==> config.mk <==
export PLATFORM = sky130hd
export DESIGN_NAME = acio_top
export DESIGN_NICKNAME = d
export VERILOG_FILES = /design/src/hw/acio_top.v
export VERILOG_INCLUDE_DIRS = /design/src /design/src/hw
export SDC_FILE = /design/constraint.sdc
export NUM_CORES = 1
export LEC_CHECK = 0
export BUFFER_PORTS_ARGS = -buffer_cell sky130_fd_sc_hd__buf_2
export CORE_ASPECT_RATIO = 1.25
export CORE_UTILIZATION = 61
export DETAILED_ROUTE_END_ITERATION = 6
export GPL_TIMING_DRIVEN = 0
export MAX_ROUTING_LAYER = met4
export PLACE_DENSITY = 0.8
export SYNTH_ARGS = -nofsm -noshare
export SYNTH_HDL_FRONTEND = slang
export SYNTH_SLANG_ARGS = --single-unit
export TNS_END_PERCENT = 20
==> constraint.sdc <==
create_clock -name core_clk_in -period 5.8 [get_ports core_clk_in]
set_clock_uncertainty 0.1 [all_clocks]
set_input_delay 1.45 -clock core_clk_in [delete_from_list [all_inputs] [get_ports core_clk_in]]
set_output_delay 1.45 -clock core_clk_in [all_outputs]
set_load 0.005 [all_outputs]
==> src/hw/acio_defines.vh <==
`ifndef ACIO_DEFINES_VH
`define ACIO_DEFINES_VH
// Sample width and counts
`define ACIO_DW          12
`define ACIO_NCOMP       8
`define ACIO_NSEQ        4
`define ACIO_CIDX_W      3
`define ACIO_SEQ_W       2
// Bands
`define ACIO_BAND_NONE   2'h0
`define ACIO_BAND_LOW    2'h1
`define ACIO_BAND_MID    2'h2
`define ACIO_BAND_HIGH   2'h3
// Condition mode field: [1:0] band, [3:2] kind
`define ACIO_MODE_W      4
`define ACIO_KIND_ALWAYS 2'h0
`define ACIO_KIND_ONCE   2'h1
`define ACIO_KIND_HALW   2'h2
`define ACIO_KIND_HONCE  2'h3
// Averaging factor codes: 0 off, n gives 2^n samples, 1..6 valid
`define ACIO_AVG_W       3
`define ACIO_AVG_OFF     3'h0
`define ACIO_AVG_MAX     3'h6
`define ACIO_ACC_W       18
// Sequence depths
`define ACIO_SEQ0_DEPTH  8
`define ACIO_SEQ1_DEPTH  4
`define ACIO_SEQ2_DEPTH  4
`define ACIO_SEQ3_DEPTH  1
`endif

==> src/hw/acio_top.v <==
// Summary of operation
// Result at or below low is low, up to high is mid, above is high.
// Each comparator decides using current result and stored previous band.
// Software resets one comparator's trigger or interrupt history separately.
// Comparator interrupt status is one word, independent of sequence.
// Averaging factors 2, 4, 8, 16, 32 or 64 selectable.
// Averaging sums successive conversions of one input into one result.
// Factor zero turns averaging off; each conversion passes unaveraged.
// One averaging setting applies to all sequencers.
// Each pushed result is a full average; FIFO depth unchanged.
// Averaging divides delivered result rate by the factor.
// Per-sequence clear deasserts that sequence's interrupt; handler must clear.
// Software should clear early since clears arrive late through buffers.
// Each sequence has an enable letting its interrupt reach processor.
// The same enable can block the sequence interrupt.
// Enabling a sequence interrupt first clears its pending status.
// Raw and masked status are both readable per sequence.
// Trigger and interrupt selections: always, once, or hysteresis variants.
// Four sequences; depths eight, four, four and one.
// Masked status is raw AND enable; interrupt line follows masked.
// After comparator reset, next result has no prior band.
`timescale 1ns/1ps
`include "acio_defines.vh"
module acio_top (
  // Clock and reset
  input  wire                       core_clk_in,
  input  wire                       reset_n_in,
  // Conversion results from the converter core
  input  wire                       sample_valid_in,
  input  wire [`ACIO_DW-1:0]        sample_data_in,
  input  wire [`ACIO_SEQ_W-1:0]     sample_seq_in,
  input  wire [`ACIO_CIDX_W-1:0]    sample_comp_in,
  input  wire                       sample_comp_en_in,
  input  wire                       sample_last_in,
  // Averaging setting
  input  wire [`ACIO_AVG_W-1:0]     averaging_factor_in,
  // Comparator configuration
  input  wire                       comp_cfg_wr_in,
  input  wire [`ACIO_CIDX_W-1:0]    comparator_index_in,
  input  wire [`ACIO_MODE_W-1:0]    comp_trig_mode_in,
  input  wire                       comp_trig_en_in,
  input  wire [`ACIO_MODE_W-1:0]    comp_int_mode_in,
  input  wire                       comp_int_en_in,
  input  wire [`ACIO_DW-1:0]        low_threshold_in,
  input  wire [`ACIO_DW-1:0]        high_threshold_in,
  input  wire                       comp_reset_in,
  input  wire                       reset_trigger_state_in,
  input  wire                       reset_interrupt_state_in,
  input  wire                       comp_int_clear_in,
  input  wire [`ACIO_NCOMP-1:0]     comp_int_clear_mask_in,
  // Sequence interrupt control
  input  wire                       seq_int_clear_in,
  input  wire                       seq_int_enable_in,
  input  wire                       seq_int_disable_in,
  input  wire [`ACIO_SEQ_W-1:0]     sequence_number_in,
  input  wire                       masked_status_select_in,
  // Averaged results toward the sequence FIFOs
  output reg                        result_valid_out,
  output reg  [`ACIO_DW-1:0]        result_data_out,
  output reg  [`ACIO_SEQ_W-1:0]     result_seq_out,
  // Comparator outputs
  output reg  [`ACIO_NCOMP-1:0]     comp_fault_out,
  output reg  [`ACIO_NCOMP-1:0]     comp_int_status_out,
  // Sequence interrupt state
  output reg  [`ACIO_NSEQ-1:0]      seq_raw_status_out,
  output reg  [`ACIO_NSEQ-1:0]      seq_int_enable_out,
  output reg                        seq_status_bit_out,
  output reg  [`ACIO_NSEQ-1:0]      seq_irq_out
);

  ////////////////////////////////////////////////////////////////////////////
  // Hardware averaging: one accumulator shared by all sequences
  reg  [`ACIO_ACC_W-1:0]  acc_r;
  reg  [6:0]              cnt_r;
  wire [6:0]              avg_len = (7'h01 << averaging_factor_in);
  wire [`ACIO_ACC_W-1:0]  acc_sum = acc_r + {6'h00, sample_data_in};
  wire                    avg_done = (averaging_factor_in == `ACIO_AVG_OFF) ||
                                     (averaging_factor_in > `ACIO_AVG_MAX) ||
                                     (cnt_r == avg_len - 7'h01);
  wire [`ACIO_DW-1:0]     avg_val = (averaging_factor_in > `ACIO_AVG_MAX) ?
                                    sample_data_in :
                                    acc_sum[averaging_factor_in +: `ACIO_DW];
  // Factor changes take effect cleanly only between averages; the count restarts on a done.
  always @(posedge core_clk_in or negedge reset_n_in) begin
    if (!reset_n_in) begin
      acc_r            <= {`ACIO_ACC_W{1'b0}};
      cnt_r            <= 7'h00;
      result_valid_out <= 1'b0;
      result_data_out  <= {`ACIO_DW{1'b0}};
      result_seq_out   <= {`ACIO_SEQ_W{1'b0}};
    end else begin
      result_valid_out <= 1'b0;
      if (sample_valid_in) begin
        if (avg_done) begin
          acc_r            <= {`ACIO_ACC_W{1'b0}};
          cnt_r            <= 7'h00;
          result_valid_out <= 1'b1;
          result_data_out  <= avg_val;
          result_seq_out   <= sample_seq_in;
        end else begin
          acc_r <= acc_sum;
          cnt_r <= cnt_r + 7'h01;
        end
      end
    end
  end

  ////////////////////////////////////////////////////////////////////////////
  // Digital comparators
  reg [`ACIO_DW-1:0]     lo_r   [0:`ACIO_NCOMP-1];
  reg [`ACIO_DW-1:0]     hi_r   [0:`ACIO_NCOMP-1];
  reg [`ACIO_MODE_W-1:0] tmode_r[0:`ACIO_NCOMP-1];
  reg [`ACIO_MODE_W-1:0] imode_r[0:`ACIO_NCOMP-1];
  reg [`ACIO_NCOMP-1:0]  ten_r;
  reg [`ACIO_NCOMP-1:0]  ien_r;
  reg [1:0]              tprev_r[0:`ACIO_NCOMP-1];
  reg [1:0]              iprev_r[0:`ACIO_NCOMP-1];
  reg [`ACIO_NCOMP-1:0]  tarm_r;
  reg [`ACIO_NCOMP-1:0]  iarm_r;

  wire [`ACIO_DW-1:0] ci_lo = lo_r[sample_comp_in];
  wire [`ACIO_DW-1:0] ci_hi = hi_r[sample_comp_in];
  wire [`ACIO_DW-1:0] result_data_cmp = avg_val;
  wire [1:0] band = (result_data_cmp <= ci_lo) ? `ACIO_BAND_LOW :
                    (result_data_cmp <= ci_hi) ? `ACIO_BAND_MID :
                                                 `ACIO_BAND_HIGH;
  wire cmp_go = sample_valid_in && avg_done && sample_comp_en_in;

  // Evaluate one selection; returns {fire, arm_next}
  function [1:0] acio_eval;
    input [`ACIO_MODE_W-1:0] mode;
    input [1:0]              cur;
    input [1:0]              prev;
    input                    arm;
    reg                      in_band;
    reg                      entered;
    reg                      far;
    reg                      arm_n;
    begin
      in_band = (cur == mode[1:0]);
      entered = in_band && (prev != mode[1:0]);
      far     = (mode[1:0] == `ACIO_BAND_LOW) ? (cur == `ACIO_BAND_HIGH) :
                (mode[1:0] == `ACIO_BAND_HIGH) ? (cur == `ACIO_BAND_LOW) : 1'b0;
      arm_n   = arm | far;
      acio_eval = 2'b00;
      case (mode[3:2])
        `ACIO_KIND_ALWAYS: acio_eval = {in_band, arm_n};
        `ACIO_KIND_ONCE:   acio_eval = {entered, arm_n};
        `ACIO_KIND_HALW:   acio_eval = {in_band & arm, arm_n & ~(in_band & arm)};
        default:           acio_eval = {entered & arm, arm_n & ~(entered & arm)};
      endcase
    end
  endfunction

  wire [1:0] t_ev = acio_eval(tmode_r[sample_comp_in], band, tprev_r[sample_comp_in],
                              tarm_r[sample_comp_in]);
  wire [1:0] i_ev = acio_eval(imode_r[sample_comp_in], band, iprev_r[sample_comp_in],
                              iarm_r[sample_comp_in]);

  integer k;
  always @(posedge core_clk_in or negedge reset_n_in) begin
    if (!reset_n_in) begin
      for (k = 0; k < `ACIO_NCOMP; k = k + 1) begin
        lo_r[k]    <= {`ACIO_DW{1'b0}};
        hi_r[k]    <= {`ACIO_DW{1'b0}};
        tmode_r[k] <= {`ACIO_MODE_W{1'b0}};
        imode_r[k] <= {`ACIO_MODE_W{1'b0}};
        tprev_r[k] <= `ACIO_BAND_NONE;
        iprev_r[k] <= `ACIO_BAND_NONE;
      end
      ten_r               <= {`ACIO_NCOMP{1'b0}};
      ien_r               <= {`ACIO_NCOMP{1'b0}};
      tarm_r              <= {`ACIO_NCOMP{1'b0}};
      iarm_r              <= {`ACIO_NCOMP{1'b0}};
      comp_fault_out      <= {`ACIO_NCOMP{1'b0}};
      comp_int_status_out <= {`ACIO_NCOMP{1'b0}};
    end else begin
      comp_fault_out <= {`ACIO_NCOMP{1'b0}};
      if (comp_int_clear_in)
        comp_int_status_out <= comp_int_status_out & ~comp_int_clear_mask_in;
      if (cmp_go) begin
        tprev_r[sample_comp_in] <= band;
        iprev_r[sample_comp_in] <= band;
        tarm_r[sample_comp_in]  <= t_ev[0];
        iarm_r[sample_comp_in]  <= i_ev[0];
        comp_fault_out[sample_comp_in] <= ten_r[sample_comp_in] & t_ev[1];
        // Set after the clear so a same-cycle event is kept
        if (ien_r[sample_comp_in] & i_ev[1])
          comp_int_status_out[sample_comp_in] <= 1'b1;
      end
      if (comp_cfg_wr_in) begin
        lo_r[comparator_index_in]    <= low_threshold_in;
        hi_r[comparator_index_in]    <= high_threshold_in;
        tmode_r[comparator_index_in] <= comp_trig_mode_in;
        imode_r[comparator_index_in] <= comp_int_mode_in;
        ten_r[comparator_index_in]   <= comp_trig_en_in;
        ien_r[comparator_index_in]   <= comp_int_en_in;
      end
      // Reset wins over a same-cycle update so no stale band survives
      if (comp_reset_in && reset_trigger_state_in) begin
        tprev_r[comparator_index_in] <= `ACIO_BAND_NONE;
        tarm_r[comparator_index_in]  <= 1'b0;
      end
      if (comp_reset_in && reset_interrupt_state_in) begin
        iprev_r[comparator_index_in] <= `ACIO_BAND_NONE;
        iarm_r[comparator_index_in]  <= 1'b0;
      end
    end
  end

  ////////////////////////////////////////////////////////////////////////////
  // Sequence interrupts
  reg                   sample_last_r;
  wire [`ACIO_NSEQ-1:0] seq_sel = (4'h1 << sequence_number_in);
  wire [`ACIO_NSEQ-1:0] seq_set = (result_valid_out && sample_last_r) ?
                                  (4'h1 << result_seq_out) : 4'h0;
  reg  [`ACIO_NSEQ-1:0] raw_nxt;
  reg  [`ACIO_NSEQ-1:0] en_nxt;

  always @* begin
    raw_nxt = seq_raw_status_out;
    en_nxt  = seq_int_enable_out;
    if (seq_int_clear_in)
      raw_nxt = raw_nxt & ~seq_sel;
    if (seq_int_enable_in) begin
      raw_nxt = raw_nxt & ~seq_sel;
      en_nxt  = en_nxt | seq_sel;
    end
    if (seq_int_disable_in)
      en_nxt = en_nxt & ~seq_sel;
    raw_nxt = raw_nxt | seq_set;
  end

  always @(posedge core_clk_in or negedge reset_n_in) begin
    if (!reset_n_in) begin
      sample_last_r      <= 1'b0;
      seq_raw_status_out <= {`ACIO_NSEQ{1'b0}};
      seq_int_enable_out <= {`ACIO_NSEQ{1'b0}};
      seq_irq_out        <= {`ACIO_NSEQ{1'b0}};
      seq_status_bit_out <= 1'b0;
    end else begin
      if (sample_valid_in && avg_done)
        sample_last_r <= sample_last_in;
      seq_raw_status_out <= raw_nxt;
      seq_int_enable_out <= en_nxt;
      seq_irq_out        <= raw_nxt & en_nxt;
      seq_status_bit_out <= masked_status_select_in ?
                            raw_nxt[sequence_number_in] & en_nxt[sequence_number_in] :
                            raw_nxt[sequence_number_in];
    end
  end

endmodule

==> results of run 1 <==
[metal layers]
layer / share of wire, % / GRT usage [%] / vias to the layer above / routed length, um
met5: 0 / - / - / 0
met4: 5.0 / 18.0 / 0 / 2910
met3: 8.1 / 6.41 / 206 / 4690
met2: 49 / 58.2 / 843 / 28400
met1: 38 / 44.3 / 7887 / 22000
li1: - / - / 6669 / -
[state kept, by name, summed over array words and instances, names as in the netlist, 2 cells and up]
| register | cells |
|---|---|
| comp_int_status_out | 8 |
| imode_r | 32 |
| iprev_r | 16 |
| seq_irq_out | 4 |
| seq_int_enable_out | 4 |
| hi_r | 96 |
| tarm_r | 8 |
| ien_r | 8 |
| comp_fault_out | 8 |
| seq_raw_status_out | 4 |
| cnt_r | 7 |
| ten_r | 8 |
| acc_r | 18 |
| lo_r | 96 |
| iarm_r | 8 |
| result_seq_out | 2 |
| tmode_r | 32 |
| tprev_r | 16 |
| result_data_out | 12 |
[worst reg2reg max path: cells and delay by family, from the launching register on]
kind | cells | cell delay, ns
flip-flops | 1 | 0.38
buffers and inverters | 1 | 0.16
AO/OA/AOI/OAI | 12 | 2.97
adder cells (fa/ha/maj) | 3 | 0.89
XOR/XNOR | 2 | 0.47
[layout by cell type, fill, tap and decap left out, drive strengths merged, types with 15 or more instances in the layout]
| master | count |
|---|---|
| o22ai | 19 |
| nand3 | 17 |
| inv | 17 |
| a21oi | 61 |
| o31ai | 15 |
| o21ai | 35 |
| a22o | 39 |
| mux2i | 27 |
| a31oi | 29 |
| nor2b | 20 |
| clkbuf | 122 |
| a221oi | 32 |
| nor2 | 84 |
| buf | 166 |
| xnor2 | 22 |
| nand2 | 79 |
| a211oi | 29 |
| a22oi | 49 |
| and3 | 34 |
| ha | 38 |
| mux2 | 298 |
| dfrtp | 390 |
| nor3 | 48 |
[worst paths after layout]
check | endpoint | slack (ns)
max | tarm_r[0] | 0.04
min | result_data_out[7] | 0.38
max reg2reg | tarm_r[0] | 0.69
min reg2reg | result_data_out[7] | 0.38
max in group asynchronous | lo_r[82] | 3.68
min in group asynchronous | comp_int_status_out[2] | 0.82
[layout make-up]
class	instances	area, um2
diodes	9	22.5
plain buffers	103	485
clock buffers	56	1150
clock inverters	12	128
fillers	2212	9060
inverters	16	60.1
multi-input cells	1155	9870
flip-flops and latches	390	9760
well taps	412	515
repair buffers	129	741
[synth_stat cells (6+ instances only)]
| master | n | area [um2] |
|---|---|---|
| a21o_1 | 13 | 97.6 |
| nor2_1 | 83 | 312 |
| a221oi_1 | 32 | 280 |
| xnor2_1 | 22 | 193 |
| a211o_1 | 6 | 52.6 |
| nand4_1 | 12 | 75.1 |
| o21ai_0 | 33 | 165 |
| a22oi_1 | 48 | 360 |
| nand2b_1 | 7 | 43.8 |
| nand3_1 | 17 | 85.1 |
| and3_1 | 34 | 213 |
| o22ai_1 | 19 | 119 |
| mux2_2 | 290 | 3270 |
| a31oi_1 | 28 | 175 |
| a21oi_1 | 59 | 295 |
| a211oi_1 | 24 | 180 |
| mux4_2 | 10 | 225 |
| dfrtp_1 | 390 | 9760 |
| a221o_1 | 8 | 80.1 |
| or3_1 | 7 | 43.8 |
| mux2i_1 | 27 | 270 |
| a22o_1 | 39 | 342 |
| inv_1 | 15 | 56.3 |
| buf_2 | 13 | 65.1 |
| mux2_1 | 7 | 78.8 |
| nor3_1 | 43 | 215 |
| o211ai_1 | 11 | 82.6 |
| nor2b_1 | 20 | 125 |
| nand2_1 | 79 | 297 |
| ha_1 | 38 | 475 |
| buf_1 | 15 | 56.3 |
| clkbuf_1 | 68 | 255 |
| o31ai_1 | 15 | 113 |
| o2bb2ai_1 | 13 | 114 |
| xor2_1 | 6 | 52.6 |
| and2_1 | 13 | 81.3 |
[power breakdown]
| group | total, mW | switching, mW | internal, mW |
|---|---|---|---|
| Combinational | 2.91 | 1.61 | 1.31 |
| Sequential | 3.67 | 0.364 | 3.31 |
| Clock | 2.54 | 1.07 | 1.47 |
[timing repair]
action | in CTS | in global routing
pin swaps | 3 | 12
endpoints found under the setup margin | 64 | 38
buffers inserted | 2 | 5
gates resized for setup | 41 | 62
cloned | 0 | 1
[kinds of logic (layout without fill, tap and decap cells)]
logic type      Yosys count  count (layout)
buf+inv                 122             316
compound gates          399             400
simple gates            352             352
flops                   390             390
mux                     336             336
other cells               0               9
fa+ha+maj                39              39
xor+xnor                 28              28
==> metrics, run 1 <==
Die ar.=0.0331 mm2; Post-synth EDFFs=0; via density per instance=6.84; critical path class=in -> reg; asr flop ratio synth=100%; Post-DP HPWL=39.3 mm; Post-Synth XOR/XNOR Area=1.24%; GPL Wtd Cong=0.981; final critical-path required period=5.76 ns; Starting Density=62.1%; Max Cap Viol=0; height of the die=203 um; DRC viols=0; Tot Pwr=9.13 mW; worst path required time=6.10 ns; crit path max fanout=8; DRT iter0 DRCs=1768; Ys Warns=0; simple-gate share of the synthesized area=9.29%; instance count on the critical path=19; Final Util=71.5%; Fin. Hold Viols=0; number of synthesized register bits=390; Cell Pwr Density=402 mW/mm2; CP most frequent cell=ha_1; P&R area growth vs syn=15.2%; setup_tns=0 ns; clock latency on the worst-skew pair=0.55 ns; first-pass GRT wire length=88.7 mm; Clock Sinks=390; Max Clk Rate=173 MHz; Pleak=9.74 nW; worst slew pin tran=1.30 ns; drt first pass iters=6; Mapped Nets=1786; relative slew slack=12.4%; H-tree depth=2; WP data arrival=6.06 ns; total CTS buffers=39; fin cells=2282; dpl cells=2200; GRT Overall Usage=36.3%; grt total ovfl=0; WL/cell=25.4 um; setup ws final=0.0355 ns; HP Start=result_data_out[7]; Max VDD drop=0.318 mV; Synth Area in Adders=2.51%; Crit path max-delay family=compound AO/OA/AOI/OAI gates; post-layout instance area=0.0227 mm2; Worst setup startpoint=sample_data_in[0]; core region area=0.0318 mm2; worst-case reg-to-reg path depth=18; hold_buf cts=0; Final Setup Violations=0; Worst Setup End Kind=flip-flop; DIE WIDTH=163 um; sequential area share after synthesis=49.4%; crit path buf inv count=2; dpl ws=-1.76 ns; clock transition at the registers of the reported paths=0.06 ns; fin nets=1954; largest net degree at the start of global routing=123; Area after DPL=0.0209 mm2; Root Driver=clkbuf_16; layout cell share with drive strength beyond 1=33.0%; io pins=125; Slowest cell on crit path=a221o_2; post-synthesis mux area share=19.7%; post-synthesis cell type count=81; reg2reg start=acc_r[0]; Slew Viols, Final=0; Port Buffers=119; Final Hold Slack=0.379 ns; CP Cell Sequence=buf_2, ha_1, fa_2, a21o_4, a21oi_4, o21ai_4, xnor2_4, buf_4, a221oi_2, a2bb2oi_2, ha_1, a21oi_1, o21ai_0, a221o_2, o22a_4, xnor2_1, o211ai_1, a2bb2oi_4, a211oi_1; DR vias=15600; hold path cells=1; number of global-route vias before repair=15600; FP Rows=73; type of origin of the critical path=input pin; synthesized area=0.0197 mm2; total wire length=58.0 mm; status=complete, no violations; Tcrit/Tclk final=99.4%; HP Class=reg -> reg; Post-Syn Instances=1666; initial antenna violation count=3; Largest stage delay, worst path=0.43 ns; Clock Path Buffers=3; Antenna Nets Post-Route=0; top_reg_cell synth=dfrtp_1; Synth Area in Compound Gates=15.2%; largest family of logic cells by synthesized area=multiplexers; CTS tree=built; syn_area_per_cell=11.8 um2
Power figures use the tool's default switching activity.
==> run 2, diff against run 1 <==
==> constraint.sdc (replaced) <==
create_clock -name core_clk_in -period 6.48 [get_ports core_clk_in]
set_clock_uncertainty 0.1 [all_clocks]
set_input_delay 1.62 -clock core_clk_in [delete_from_list [all_inputs] [get_ports core_clk_in]]
set_output_delay 1.62 -clock core_clk_in [all_outputs]
set_load 0.005 [all_outputs]
==> metrics, run 2 (synthesized netlist as in run 1, its figures left out) <==
hold_buf cts=0 (unchanged); CP Cell Sequence=buf_2, buf_6, buf_2, and3b_1, clkdlybuf4s15_1, clkbuf_1, a22o_1, a221oi_1, and3_1, ha_1, nand2_1, o21ai_0, a221o_1, o22ai_1, xnor2_1, o21ai_0, a22oi_4, a211oi_1; Pleak=9.66 nW (-0.81%); relative slew slack=11.4% (-1.1 points); Seq pwr share=40.8% (+0.6 points); Final Hold Slack=0.379 ns (-0.0000590 ns); setup ws final=0.137 ns (+0.101 ns); core region area=0.0318 mm2 (unchanged); dpl ws=-1.35 ns (+0.408 ns); Gate power share=29.5% (-2.4 points); P&R area growth vs syn=13.8%; Net Switching=2.62 mW (-14%); fin nets=1952 (-0.10%); largest net degree at the start of global routing=125 (+1.6%); number of global-route vias before repair=15500 (-0.49%); Root Driver=clkbuf_16; H-tree depth=2 (unchanged); DR vias=15400 (-1.2%); DRT iter0 DRCs=1726 (-2.4%); Port Buffers=119 (unchanged); crit path max fanout=10 (+2); HP Class=reg -> reg; Max VDD drop=0.306 mV (-3.8%); via density per instance=6.77 (-1.0%); Slew Viols, Final=0 (unchanged); worst path required time=6.84 ns (+0.74 ns); Tot Pwr=8.04 mW (-12%); Die ar.=0.0331 mm2 (unchanged); Clock Path Buffers=3 (unchanged); drt first pass iters=6 (unchanged); initial antenna violation count=4 (+1); Max Cap Viol=0 (unchanged); total wire length=56.7 mm (-2.2%); R2R Setup Slk=0.96 ns (+0.27 ns); CTS tree=built; worst slew pin tran=1.32 ns (+0.0158 ns); type of origin of the critical path=input pin; commonest non-fill, non-tap cell in the layout=dfrtp_1; most frequent cells in the layout=390 x dfrtp_1, 290 x mux2_2, 130 x buf_2; Antenna Nets Post-Route=0 (unchanged); GPL Wtd Cong=0.960 (-2.1%); final critical-path required period=6.34 ns; Area after DPL=0.0210 mm2 (+0.10%); Final Setup Violations=0 (unchanged); switching share of power=32.6% (-0.76 points); FP Rows=73 (unchanged); grt total ovfl=0 (unchanged); layout cell share with drive strength beyond 1=29.9% (-3.1 points); status=complete, no violations; WL/cell=24.9 um (-2.0%); GRT Overall Usage=35.7% (-0.59 points); Starting Density=62.1% (unchanged); Cell Pwr Density=358 mW/mm2 (-11%); critical path class=in -> reg; crit path buf inv count=5 (+3); clock transition at the registers of the reported paths=0.06 ns (about the same); Largest regs=hi_r (96), lo_r (96); Post-DP HPWL=39.1 mm (-0.47%); clock latency on the worst-skew pair=0.57 ns (+0.02 ns); Slowest cell on crit path=clkdlybuf4s15_1; total CTS buffers=40 (+2.6%); Worst Setup End Kind=flip-flop; Clock Sinks=390 (unchanged); internal power=5.42 mW (-11%); Max Clk Rate=158 MHz; Final Util=70.7% (-0.82 points); post-layout instance area=0.0225 mm2 (-1.1%); first-pass GRT wire length=87.5 mm (-1.3%); setup_tns=0 ns (unchanged); io pins=125 (unchanged); WP data arrival=6.70 ns (+0.64 ns); Largest stage delay, worst path=0.71 ns (+0.28 ns); Crit path max-delay family=compound AO/OA/AOI/OAI gates; dpl cells=2201 (+0.045%); fin cells=2278 (-0.18%); Tcrit/Tclk final=97.9%; clock share of power=29.7% (+1.9 points); DRC viols=0 (unchanged); height of the die=203 um (unchanged); DIE WIDTH=163 um (unchanged); Fin. Hold Viols=0 (unchanged)
==> run 2: cell count changes in the layout (fill, tap and decap cells not counted), sizes merged, moves of 3 or more <==
cell and delta:
diode -5, clkinv -3, buf -3, clkbuf +6
==> run 2: worst paths after layout <==
| kind | cells after the start | start | to |
|---|---|---|---|
| worst min-delay path | 1 | result_data_out[6] | result_data_out[6] |
| worst min register to register | 1 | result_data_out[6] | result_data_out[6] |
| worst max register to register | 18 | acc_r[0] | iarm_r[4] |
| max in group asynchronous | 4 | reset_n_in | hi_r[3] |
| min in group asynchronous | 2 | reset_n_in | comp_int_status_out[2] |
| worst max-delay path | 18 | sample_comp_in[2] | iarm_r[4] |
==> run 2: power by group through the flow <==
stage / clock network (mW) / registers [mW] / logic (mW)
3_3_place_gp: 0 / 3.27 / 2.18
6_report: 2.39 / 3.28 / 2.37
3_5_place_dp: 0 / 3.30 / 2.26
5_1_grt: 2.50 / 3.33 / 2.56
2_1_floorplan: 0 / 3.21 / 1.63
4_1_cts: 2.40 / 3.27 / 2.30
==> run 2: cell type report <==
cell class / count / area [um2]
sequential: 390 / 9760
inverter: 16 / 60.1
antenna: 4 / 10.0
tap: 412 / 515
fill: 2281 / 9320
clock buffer: 62 / 1190
clock inverter: 10 / 180
buffer: 105 / 479
timing repair buffer: 125 / 731
multi-input combinational: 1154 / 9540
==> run 2: what timing repair did <==
action,4_1_cts,5_1_grt
setup buffers,1,1
gates resized for setup,10,19
pin swaps,1,0
setup endpoints to repair,58,38
==> run 2: metal layers <==
| layer | GRT usage [%] | vias to the layer above | routed length [um] |
|---|---|---|---|
| li1 | - | 6654 | - |
| met1 | 44.8 | 7836 | 22100 |
| met2 | 56.7 | 750 | 27600 |
| met3 | 5.70 | 182 | 4480 |
| met4 | 16.8 | 0 | 2620 |
| met5 | - | - | 0 |
